<file path="config.mk">
export PLATFORM = sky130hd
export DESIGN_NAME = imwc_idle_wake
export DESIGN_NICKNAME = d
export VERILOG_FILES = /design/src/imwc_pkg.sv /design/src/imwc_delay_timer.sv /design/src/imwc_idle_wake.sv
export SDC_FILE = /design/constraint.sdc
export NUM_CORES = 1
export LEC_CHECK = 0
export BUFFER_PORTS_ARGS = -buffer_cell sky130_fd_sc_hd__buf_2
export CAP_MARGIN = 25
export CORE_MARGIN = 10
export CORE_UTILIZATION = 55
export DETAILED_ROUTE_END_ITERATION = 7
export PLACE_DENSITY = 0.8
export SYNTH_ARGS = -nofsm -noshare
export SYNTH_HDL_FRONTEND = slang
export SYNTH_SLANG_ARGS = --single-unit
</file>
<file path="constraint.sdc">
create_clock -name clk_sys -period 2.89 [get_ports clk_sys]
set_clock_uncertainty 0.15 [all_clocks]
set_input_delay 0.578 -clock clk_sys [delete_from_list [all_inputs] [get_ports clk_sys]]
set_output_delay 0.578 -clock clk_sys [all_outputs]
set_load 0.05 [all_outputs]
</file>
<file path="src/imwc_pkg.sv">
// Package for the idle and wake controller: register map, field layout,
// reset values, power modes and timing counts.
// Assumes a 25 MHz system clock and a 32-bit classic Wishbone slave port.
package imwc_pkg;

  // Register byte offsets
  localparam logic [7:0] OFF_OSC_CTRL = 8'h00;
  localparam logic [7:0] OFF_OSC_STAT = 8'h04;
  localparam logic [7:0] OFF_WAKE_CTRL = 8'h08;
  localparam logic [7:0] OFF_CPU_STAT = 8'h0c;

  // Oscillator control field positions
  localparam int CS_LO = 0;
  localparam int CS_HI = 1;
  localparam int IDLE_BIT = 2;
  localparam int SEC_EN_BIT = 3;
  localparam int INT_SRC_BIT = 4;
  localparam int FREQ_LSB = 5;
  localparam int FREQ_W = 3;
  localparam int PRI_XTAL_BIT = 8;

  // Wake control field positions
  localparam int GIE_BIT = 0;
  localparam int PERIPHERAL_IRQ_ENABLE_BIT = 1;
  localparam int WDT_EN_BIT = 2;
  localparam int FSCM_EN_BIT = 3;

  // Reset values
  localparam logic [31:0] OSC_CTRL_RST = 32'h0000_0000;
  localparam logic [31:0] WAKE_CTRL_RST = 32'h0000_0000;

  // Clock select encodings
  localparam logic [1:0] CS_PRIMARY = 2'h0;
  localparam logic [1:0] CS_SECONDARY = 2'h1;

  // Timing: system clock rate and derived cycle counts
  localparam int CLK_HZ = 25_000_000;
  localparam int CPU_START_NS = 1000;
  localparam int STABILIZE_NS = 4000;
  localparam int CPU_START_CYC =
    (CPU_START_NS * (CLK_HZ / 1_000_000) + 999) / 1000;
  localparam int STABILIZE_CYC =
    (STABILIZE_NS * (CLK_HZ / 1_000_000) + 999) / 1000;
  localparam int OST_CYC = 1024;

  // Power modes
  typedef enum logic [2:0] {
    MODE_RUN,
    MODE_SLEEP,
    MODE_IDLE,
    MODE_WAKE
  } imwc_mode_t;

  // Clock source that feeds peripherals / CPU
  typedef enum logic [1:0] {
    SRC_PRIMARY,
    SRC_SECONDARY,
    SRC_INTERNAL,
    SRC_NONE
  } imwc_src_t;

endpackage

</file>
<file path="src/imwc_delay_timer.sv">
// Down-counter that delays a start pulse by a loaded number of cycles.
// Assumes load and start arrive on the system clock domain.
`timescale 1ns/1ps
module imwc_delay_timer import imwc_pkg::*; #(
  parameter int CntW = 16
) (
  // Clock and reset
  input wire logic clk_sys,
  input wire logic reset_n,
  // Control
  input wire logic start,
  input wire logic [CntW-1:0] loadVal,
  // Status
  output logic busy,
  output logic done
);

  logic [CntW-1:0] countQ;
  logic busyQ;
  logic doneQ;

  initial begin
    if (CntW < 2) $error("imwc_delay_timer: CntW too small");
  end

  // Count down to one then pulse done; a start while busy restarts it
  always_ff @(posedge clk_sys) begin
    if (!reset_n) begin
      countQ <= '0;
      busyQ <= 1'b0;
      doneQ <= 1'b0;
    end else begin
      doneQ <= 1'b0;
      if (start) begin
        countQ <= loadVal;
        busyQ <= 1'b1;
      end else if (busyQ) begin
        if (countQ <= CntW'(1)) begin
          busyQ <= 1'b0;
          doneQ <= 1'b1;
        end else begin
          countQ <= countQ - CntW'(1);
        end
      end
    end
  end

  assign busy = busyQ;
  assign done = doneQ;

endmodule

</file>
<file path="src/imwc_idle_wake.sv">
// Idle and wake controller: gates the CPU clock on sleep, selects the
// peripheral clock source, tracks clock status flags and times the wake.
// Assumes firmware drives the sleep and clear-watchdog strobes for one
// cycle, interrupt flags are synchronous, and software uses Wishbone.
`timescale 1ns/1ps
module imwc_idle_wake import imwc_pkg::*; #(
  parameter int CpuStartCyc = CPU_START_CYC,
  parameter int StabilizeCyc = STABILIZE_CYC,
  parameter int OstCyc = OST_CYC
) (
  // Clock and reset
  input wire logic clk_sys,
  input wire logic reset_n,
  // Wishbone slave
  input wire logic wb_cyc_i,
  input wire logic wb_stb_i,
  input wire logic wb_we_i,
  input wire logic [7:0] wb_adr_i,
  input wire logic [3:0] wb_sel_i,
  input wire logic [31:0] wb_dat_i,
  output logic [31:0] wb_dat_o,
  output logic wb_ack_o,
  // Core events
  input wire logic sleepExec,
  input wire logic watchdogClearInstr,
  input wire logic irqFlag,
  input wire logic irqEnable,
  input wire logic irqIsPeripheral,
  input wire logic watchdogTimeout,
  input wire logic clockLoss,
  // Clock control outputs
  output logic cpuClockEn,
  output logic periphClockEn,
  output logic [1:0] periphClockSrc,
  output logic primaryOscEn,
  output logic fastInternalOscEn,
  output logic slowInternalOscEn,
  // Core sequencing outputs
  output logic cpuResume,
  output logic branchToVector,
  output logic watchdogReset,
  output logic watchdogClear,
  output logic restartAtZero
);

  // Elaboration checks on timing counts
  initial begin
    if (CpuStartCyc < 1 || CpuStartCyc > 65535)
      $error("imwc_idle_wake: CpuStartCyc out of range");
    if (StabilizeCyc < 1 || StabilizeCyc > 65535)
      $error("imwc_idle_wake: StabilizeCyc out of range");
    if (OstCyc < 1 || OstCyc > 65535)
      $error("imwc_idle_wake: OstCyc out of range");
  end

  logic [31:0] oscCtrl_q;
  logic [31:0] wakeCtrl_q;
  logic primaryReady_q;
  logic secondaryRunning_q;
  logic intStable_q;
  logic irqWake_q;
  imwc_mode_t mode_q;
  imwc_src_t src_q;
  logic resetExit_q;
  logic [15:0] stabCnt_q;
  logic ackQ;
  logic [31:0] datQ;

  logic [1:0] clkSel;
  logic idleBit;
  logic intOutOn;
  logic wakeIrq;
  logic wakeEvent;
  logic busWrite;
  logic freqWrite;
  imwc_src_t selSrc;
  logic timerStart;
  logic [15:0] timerLoad;
  logic timerDone;
  logic timerBusy;

  assign clkSel = oscCtrl_q[CS_HI:CS_LO];
  assign idleBit = oscCtrl_q[IDLE_BIT];
  // A write lands at the edge where the master samples ack high
  assign busWrite = wb_cyc_i && wb_stb_i && wb_we_i && ackQ;

  // Frequency field changed by a write while internal source clocks the device
  assign freqWrite = busWrite && wb_adr_i == OFF_OSC_CTRL && wb_sel_i[0]
    && wb_dat_i[FREQ_LSB +: FREQ_W] != oscCtrl_q[FREQ_LSB +: FREQ_W]
    && src_q == SRC_INTERNAL;

  // Source requested by the select field; upper bit wins
  always_comb begin
    if (clkSel[1]) begin
      selSrc = SRC_INTERNAL;
    end else if (clkSel == CS_SECONDARY && oscCtrl_q[SEC_EN_BIT]) begin
      selSrc = SRC_SECONDARY;
    end else if (clkSel == CS_SECONDARY) begin
      selSrc = src_q; // Secondary not enabled: keep previous clock
    end else begin
      selSrc = SRC_PRIMARY;
    end
  end

  // Fast internal output enable
  assign intOutOn = oscCtrl_q[FREQ_LSB +: FREQ_W] != '0 ||
    oscCtrl_q[INT_SRC_BIT];

  // Interrupt qualifies only when enabled, peripheral needs PE
  assign wakeIrq = irqFlag && irqEnable &&
    (!irqIsPeripheral || wakeCtrl_q[PERIPHERAL_IRQ_ENABLE_BIT]);
  // Besides reset, only two triggers end a low-power mode
  assign wakeEvent = wakeIrq || watchdogTimeout;

  // Wishbone register writes; sleep never alters mode bits
  always_ff @(posedge clk_sys) begin
    if (!reset_n) begin
      oscCtrl_q <= OSC_CTRL_RST;
      wakeCtrl_q <= WAKE_CTRL_RST;
    end else if (busWrite) begin
      for (int b = 0; b < 4; b++) begin
        if (wb_sel_i[b] && wb_adr_i == OFF_OSC_CTRL)
          oscCtrl_q[b*8 +: 8] <= wb_dat_i[b*8 +: 8];
        if (wb_sel_i[b] && wb_adr_i == OFF_WAKE_CTRL)
          wakeCtrl_q[b*8 +: 8] <= wb_dat_i[b*8 +: 8];
      end
    end
  end

  // Wishbone read mux and single-cycle ack; unmapped reads zero
  always_ff @(posedge clk_sys) begin
    if (!reset_n) begin
      ackQ <= 1'b0;
      datQ <= 32'h0000_0000;
    end else begin
      ackQ <= wb_cyc_i && wb_stb_i && !ackQ;
      case (wb_adr_i)
        OFF_OSC_CTRL: datQ <= oscCtrl_q;
        OFF_OSC_STAT: datQ <= {29'h0, intStable_q, secondaryRunning_q,
                               primaryReady_q};
        OFF_WAKE_CTRL: datQ <= wakeCtrl_q;
        OFF_CPU_STAT: datQ <= {27'h0, resetExit_q, src_q, mode_q[1:0]};
        default: datQ <= 32'h0000_0000;
      endcase
    end
  end
  assign wb_ack_o = ackQ;
  assign wb_dat_o = datQ;

  // Power mode sequencer; reset exit is the sync reset itself
  always_ff @(posedge clk_sys) begin
    if (!reset_n) begin
      mode_q <= MODE_RUN;
      irqWake_q <= 1'b0;
    end else begin
      case (mode_q)
        MODE_RUN: begin
          if (sleepExec)
            mode_q <= idleBit ? MODE_IDLE : MODE_SLEEP;
        end
        MODE_SLEEP, MODE_IDLE: begin
          if (wakeEvent) begin
            mode_q <= MODE_WAKE;
            irqWake_q <= wakeIrq;
          end
        end
        MODE_WAKE: begin
          if (timerDone) mode_q <= MODE_RUN;
        end
        default: mode_q <= MODE_RUN;
      endcase
    end
  end

  // Active clock source: follows select in run and on entering idle
  always_ff @(posedge clk_sys) begin
    if (!reset_n) begin
      src_q <= SRC_PRIMARY;
    end else if (mode_q == MODE_RUN) begin
      src_q <= selSrc;
    end
  end

  // Primary ready and secondary running flags
  always_ff @(posedge clk_sys) begin
    if (!reset_n) begin
      primaryReady_q <= 1'b1;
      secondaryRunning_q <= 1'b0;
    end else if (mode_q == MODE_SLEEP) begin
      primaryReady_q <= 1'b0;
      secondaryRunning_q <= 1'b0;
    end else if (mode_q == MODE_WAKE && !timerDone) begin
      // Ready held through the wake delay: stays set out of primary idle,
      // stays clear out of sleep until the core runs on the clock
      secondaryRunning_q <= src_q == SRC_SECONDARY;
    end else begin
      primaryReady_q <= src_q == SRC_PRIMARY;
      secondaryRunning_q <= src_q == SRC_SECONDARY;
    end
  end

  // Internal stable flag after stabilization, kept if already stable
  always_ff @(posedge clk_sys) begin
    if (!reset_n) begin
      stabCnt_q <= '0;
      intStable_q <= 1'b0;
    end else if (!intOutOn || mode_q == MODE_SLEEP) begin
      stabCnt_q <= '0;
      intStable_q <= 1'b0;
    end else if (!intStable_q) begin
      if (stabCnt_q >= 16'(StabilizeCyc - 1))
        intStable_q <= 1'b1;
      else
        stabCnt_q <= stabCnt_q + 16'h0001;
    end
  end

  // Wake delay: start-up timer only for crystal primary out of sleep,
  // otherwise the fixed CPU start delay
  assign timerStart = (mode_q == MODE_SLEEP || mode_q == MODE_IDLE)
    && wakeEvent;
  assign timerLoad = (mode_q == MODE_SLEEP && src_q == SRC_PRIMARY &&
    oscCtrl_q[PRI_XTAL_BIT] && OstCyc > CpuStartCyc) ?
    16'(OstCyc) : 16'(CpuStartCyc);

  imwc_delay_timer #(
    .CntW(16)
  ) uDelay (
    .clk_sys(clk_sys),
    .reset_n(reset_n),
    .start(timerStart),
    .loadVal(timerLoad),
    .busy(timerBusy),
    .done(timerDone)
  );

  // Restart-at-zero flag: set by device reset, cleared on first sleep
  always_ff @(posedge clk_sys) begin
    if (!reset_n) begin
      resetExit_q <= 1'b1;
    end else if (sleepExec) begin
      resetExit_q <= 1'b0;
    end
  end

  // Clock gating outputs
  assign cpuClockEn = mode_q == MODE_RUN;
  assign periphClockEn = mode_q != MODE_SLEEP;
  assign periphClockSrc = src_q;
  assign primaryOscEn = (src_q == SRC_PRIMARY) && mode_q != MODE_SLEEP;
  assign fastInternalOscEn = intOutOn && mode_q != MODE_SLEEP;
  assign slowInternalOscEn = wakeCtrl_q[WDT_EN_BIT] ||
    wakeCtrl_q[FSCM_EN_BIT] || src_q == SRC_INTERNAL;

  // Sequencing pulses and the restart-at-zero flag to the core
  assign cpuResume = mode_q == MODE_WAKE && timerDone;
  assign branchToVector = cpuResume && irqWake_q && wakeCtrl_q[GIE_BIT];
  assign watchdogReset = watchdogTimeout && mode_q == MODE_RUN;
  assign watchdogClear = (sleepExec && mode_q == MODE_RUN) ||
    watchdogClearInstr || (clockLoss && wakeCtrl_q[FSCM_EN_BIT]) ||
    freqWrite;
  assign restartAtZero = resetExit_q;

  // Assertions
  a_idle_cpu_off: assert property (@(posedge clk_sys) disable iff (!reset_n)
    mode_q == MODE_IDLE |-> !cpuClockEn && periphClockEn)
    else $error("idle mode left CPU clock on");
  a_sleep_all_off: assert property (@(posedge clk_sys)
    disable iff (!reset_n)
    mode_q == MODE_SLEEP |-> !cpuClockEn && !periphClockEn)
    else $error("sleep left a clock running");
  a_wake_delay: assert property (@(posedge clk_sys) disable iff (!reset_n)
    mode_q == MODE_IDLE && wakeEvent |-> ##1 !cpuClockEn [*2])
    else $error("CPU resumed without start delay");
  a_wake_bounded: assert property (@(posedge clk_sys)
    disable iff (!reset_n)
    mode_q == MODE_IDLE && wakeEvent |-> ##[1:70] cpuResume)
    else $error("CPU did not resume after idle wake");
  a_no_spur_wake: assert property (@(posedge clk_sys)
    disable iff (!reset_n)
    mode_q == MODE_IDLE && !wakeEvent |=> mode_q == MODE_IDLE)
    else $error("idle left without a trigger");
  a_wdt_reset: assert property (@(posedge clk_sys) disable iff (!reset_n)
    watchdogTimeout && mode_q != MODE_RUN |-> !watchdogReset)
    else $error("watchdog reset while not executing");
  a_wdt_clear: assert property (@(posedge clk_sys) disable iff (!reset_n)
    watchdogClearInstr |-> watchdogClear)
    else $error("clear instruction did not clear watchdog");
  a_vector_gie: assert property (@(posedge clk_sys) disable iff (!reset_n)
    branchToVector |-> wakeCtrl_q[GIE_BIT] && irqWake_q)
    else $error("vector taken without global enable");
  a_mode_bits_kept: assert property (@(posedge clk_sys)
    disable iff (!reset_n)
    mode_q == MODE_WAKE && !busWrite |=> $stable(oscCtrl_q))
    else $error("wake altered mode bits");
  a_int_off_unstable: assert property (@(posedge clk_sys)
    disable iff (!reset_n)
    !intOutOn |=> !intStable_q)
    else $error("stable flag set with output off");
  a_ready_kept: assert property (@(posedge clk_sys) disable iff (!reset_n)
    mode_q == MODE_IDLE && src_q == SRC_PRIMARY |=> primaryReady_q)
    else $error("ready flag dropped in primary idle or its wake");

  c_idle_wake: cover property (@(posedge clk_sys) disable iff (!reset_n)
    mode_q == MODE_IDLE ##1 mode_q == MODE_WAKE);
  c_sleep_wake: cover property (@(posedge clk_sys) disable iff (!reset_n)
    mode_q == MODE_SLEEP ##1 mode_q == MODE_WAKE);
  c_vector: cover property (@(posedge clk_sys) disable iff (!reset_n)
    branchToVector);

endmodule

</file>
Yosys cells after proc, flatten, opt, wreduce, memory -nomap -nowiden --
Cells that the tools add are included.
Operators by class: bitwise logic cells 4, eq/ne operators 17, muxes and demuxes 21, add/subtract/negate cells 2, reductions and logical operators 67, order comparisons 2
Operators by type and width (number):
- $pmux W32 S4 | 1
- $mux W16 | 3
- $logic_and A1 B1 Y1 | 31
- $reduce_and A2 Y1 | 12
- $add A16 B1 Y16 const B | 1
- $eq A8 B4 Y1 const B | 2
- $ge A16 B7 Y1 const B | 1
- $le A16 B1 Y1 const B | 1
- $sub A16 B1 Y16 const B | 1
- $mux W11 | 1
- $logic_or A1 B1 Y1 | 10
- $mux W3 | 3
- $pmux W3 S3 | 1
- $eq A8 B3 Y1 const B | 1
- $logic_not A8 Y1 | 1
- $mux W1 | 8
- $mux W2 | 4
- $eq A3 B2 Y1 const B | 2
- $ne A2 B2 Y1 const B | 3
- $reduce_or A2 Y1 | 3
- $eq A2 B1 Y1 const B | 2
- $logic_not A1 Y1 | 4
- $ne A2 B1 Y1 const B | 2
- $not A1 Y1 | 4
- 11 further kinds | 11
Storage, ports and cells: output and inout port bits 45, bits in registers 141

Longest topological paths before layout --
word-level depth 8, mapped depth 8, mapped depth without buffers 7

By module --
From an unflattened synthesis, not the netlist that was laid out.
Second synthesis, totals: cell total of the unflattened synthesis 654, area total of the unflattened synthesis 6005.8 µm²
Modules (own cells, without submodules):
- imwc_idle_wake | area an instance 4875.9 µm², instances 1, cells an instance 514
- imwc_delay_timer | area an instance 1129.8 µm², instances 1, cells an instance 140

Least setup slack after synthesis --
OpenSTA, ideal clock, no wires.
path kind input to output, start in wb_adr_i[5], end out watchdogClear, path slack -831 ps, required time 2162 ps, stages on the path 4, buffers on the path 0, arrival time 2993 ps, cells stage by stage or4_1 -> nor4_4 -> nand2_1 -> o21ai_0
Between the ends: word-level cells in the longest chain between the ends 6
Ends and longest elaborated chain:
- start: declaration | RTL line imwc_idle_wake.sv:18 | input wire logic [7:0] wb_adr_i,
- $logic_not A8 Y1 | RTL line imwc_idle_wake.sv:88 | assign freqWrite = busWrite && wb_adr_i == OFF_OSC_CTRL && wb_sel_i[0]
- $logic_and A1 B1 Y1 (2 in a row) | RTL line imwc_idle_wake.sv:88
- $logic_and A1 B1 Y1 | RTL line imwc_idle_wake.sv:89 | && wb_dat_i[FREQ_LSB +: FREQ_W] != oscCtrl_q[FREQ_LSB +: FREQ_W]
- $logic_and A1 B1 Y1 | RTL line imwc_idle_wake.sv:90 | && src_q == SRC_INTERNAL;
- $logic_or A1 B1 Y1 | RTL line imwc_idle_wake.sv:260 | watchdogClearInstr || (clockLoss && wakeCtrl_q[FSCM_EN_BIT]) ||
- end: declaration | RTL line imwc_idle_wake.sv:42 | output logic watchdogClear,
Every way passes these cells.

Final worst setup path --
Ends and elaborated chain as after synthesis.

==> metrics <==
outcome finished clean; CP Capture Type output port; share of synthesized flip-flops with an asynchronous set or reset 0; first-pass GRT wire length 24.1 mm; Final Util 0.693; initial antenna violation count 0; number of diodes 0; sequential share of the synthesized area 0.497; vias per std cell 5.82; Hold Slack 0.140 ns; Post-synth EDFFs 0; gpl congestion 0.853; Worst Setup Slack, final 0.0162 ns; Netlist cell types 53; Longest Clk Path Bufs 2; Die X-Extent 121 um; Final Hold Violating Endpoints 0; mapped cell area 5640 sq um; htree depth 4; Peak VDD IR 666 uV; Fin Setup TNS 0 ns; core area 9860 sq um; met2 Use GR 0.332; DR iter-0 viols 371; commonest non-fill, non-tap cell in the layout dfxtp_1; First-pass DRT Iterations 7; vias in the first global route 5050; Max Fclk 348 MHz; measured slew at the worst slew-check pin 0.777 ns; max_cap viols 0; RSZ-0062 raised after global routing false; row count 36; power density cells 798 nW/um^2; clock root buffer clkbuf_8; Final setup viols 0; chip height 121 um; DRC Markers 0; cell taking the most area after synthesis dfxtp_1; Pwr Total 5.45 mW; fill count 745; Yosys top cell area share 0.497; P_leak 2.64 nW; Num CTS Buffers 17; Post-Synthesis Cells 653; Reg area 2800 sq um; busiest layer in global routing met2; Via Count 5186; Period Utilization, post-route 0.994; Ports 101; hpwl dp 10.2 mm; Slew Limit Fails 0; All-Layer GR Usage 0.198; share of cells above drive strength 1 0.237; crit path max fanout 2; post-route ant nets 0; CP Launch Type primary input; Area Overhead vs Synth 21.1%; CP arrival 2.15 ns; footprint of the multi-input gates 2630 sq um; TritonCTS clock tree yes; Initial Utilization 0.572; Crit Path Class in -> out; clk sink count 140; Post-Syn Nets 716; synthesized flop and latch total 140; Clk Latency, worst-skew pair 0.52 ns; gr ovfl total 0; WP data required 2.16 ns; total die area 14700 sq um; DR WL/cell 16.6 um; YS warnings 0; Synth Area per Inst 8.64 sq um; Final nets 808; Worst Hold Class in -> reg; final WL 14.8 mm; min Tclk post-route 2.87 ns; pre-CTS WS 0.0435 ns; I/O Buffers 100; met3 global-route usage 0.0558; synth top area cells dfxtp_1 (50%), a21oi_1 (6.8%), nand2_1 (6.3%); largest net degree at the start of global routing 74; M1 GR Usage 0.234; clock slew at reported path FFs 0.06 ns; most frequent cells in the layout dfxtp_1 (140), buf_2 (100), nand2_1 (93), a21oi_1 (77), nand3_1 (69); Post-synth top flop dfxtp_1; Slew Limit Headroom 0.482
area by class of cell:
type / count / share of cell area
clock buffer: 17 / 0.0606
clock inverter: 15 / 0.0192
inverter: 12 / 0.00659
multi-input combinational: 456 / 0.384
sequential: 140 / 0.410
tap: 133 / 0.0244
timing repair buffer: 118 / 0.0948
worst max-delay path, cell delays in order:
cell     delay (ns)
buf_2          0.10
or4_4          0.57
nor4_4         0.37
nand2_2        0.13
o21ai_4        0.13
buf_2          0.27
path summary, 6_finish.rpt:
kind | endpoint | depth (start not counted) | slack [ns] | start
min | wb_ack_o | 3 | 0.14 | wb_stb_i
max reg2reg | uDelay.countQ[14] | 7 | 0.33 | uDelay.countQ[0]
min reg2reg | wb_ack_o | 1 | 0.30 | wb_ack_o
max | watchdogClear | 6 | 0.02 | wb_adr_i[5]
layer usage:
metal,vias to the layer above,wire (um)
met4,0,310
met2,182,7190
met1,2470,6230
met3,30,1020
met5,-,0
li1,2504,-
sequential cells by signal, indices dropped and copies added (netlist names):
signal,flops
wb_dat_o,32
primaryReady_q,1
secondaryRunning_q,1
restartAtZero,1
uDelay.busy,1
wakeCtrl_q,32
uDelay.done,1
intStable_q,1
irqWake_q,1
uDelay.countQ,16
periphClockSrc,2
wb_ack_o,1
oscCtrl_q,32
mode_q,2
stabCnt_q,16
power breakdown:
part | leakage [nW] | total [mW] | internal, mW | switching (mW)
clock network | 0.263 | 1.98 | 1.08 | 0.893
logic | 1.24 | 1.31 | 0.484 | 0.828
registers | 1.13 | 2.17 | 2.04 | 0.124
total | 2.64 | 5.45 | 3.61 | 1.85
metrics by stage:
step | instances | instance area [sq um]
finish | 891 | 6830
global route | 891 | 6830
CTS | 891 | 6820
detailed placement | 859 | 6270
global placement | 859 | 6270
floorplan | 653 | 5660
logic make-up after synthesis:
logic type / synth area share
simple gates: 0.232
compound gates: 0.176
flops: 0.497
buf+inv: 0.0448
xor+xnor: 0.0202
mux: 0.0149
fa+ha+maj: 0.0155
repair_timing:
item                                    in CTS  in global routing
resized for setup                            1                  2
hold buffers                                 0                  0
setup buffers                                0                  0
hold endpoints to repair                     0                  0
endpoints found under the setup margin       1                  1
pin swaps                                    0                  1
cell usage after synthesis, drive strengths merged (4+ instances only):
cell type,count
o2111ai,9
dfxtp,140
nor4,10
nor2,57
or2,7
buf,6
o211ai,4
nor3,4
nand2,94
o21ai,11
a22oi,30
a2111o,7
nand3,69
ha,7
clkbuf,39
or3,9
inv,12
xor2,11
a21oi,77
and3,12
mux2i,5
Note: power is estimated with default switching activity, not from simulation.
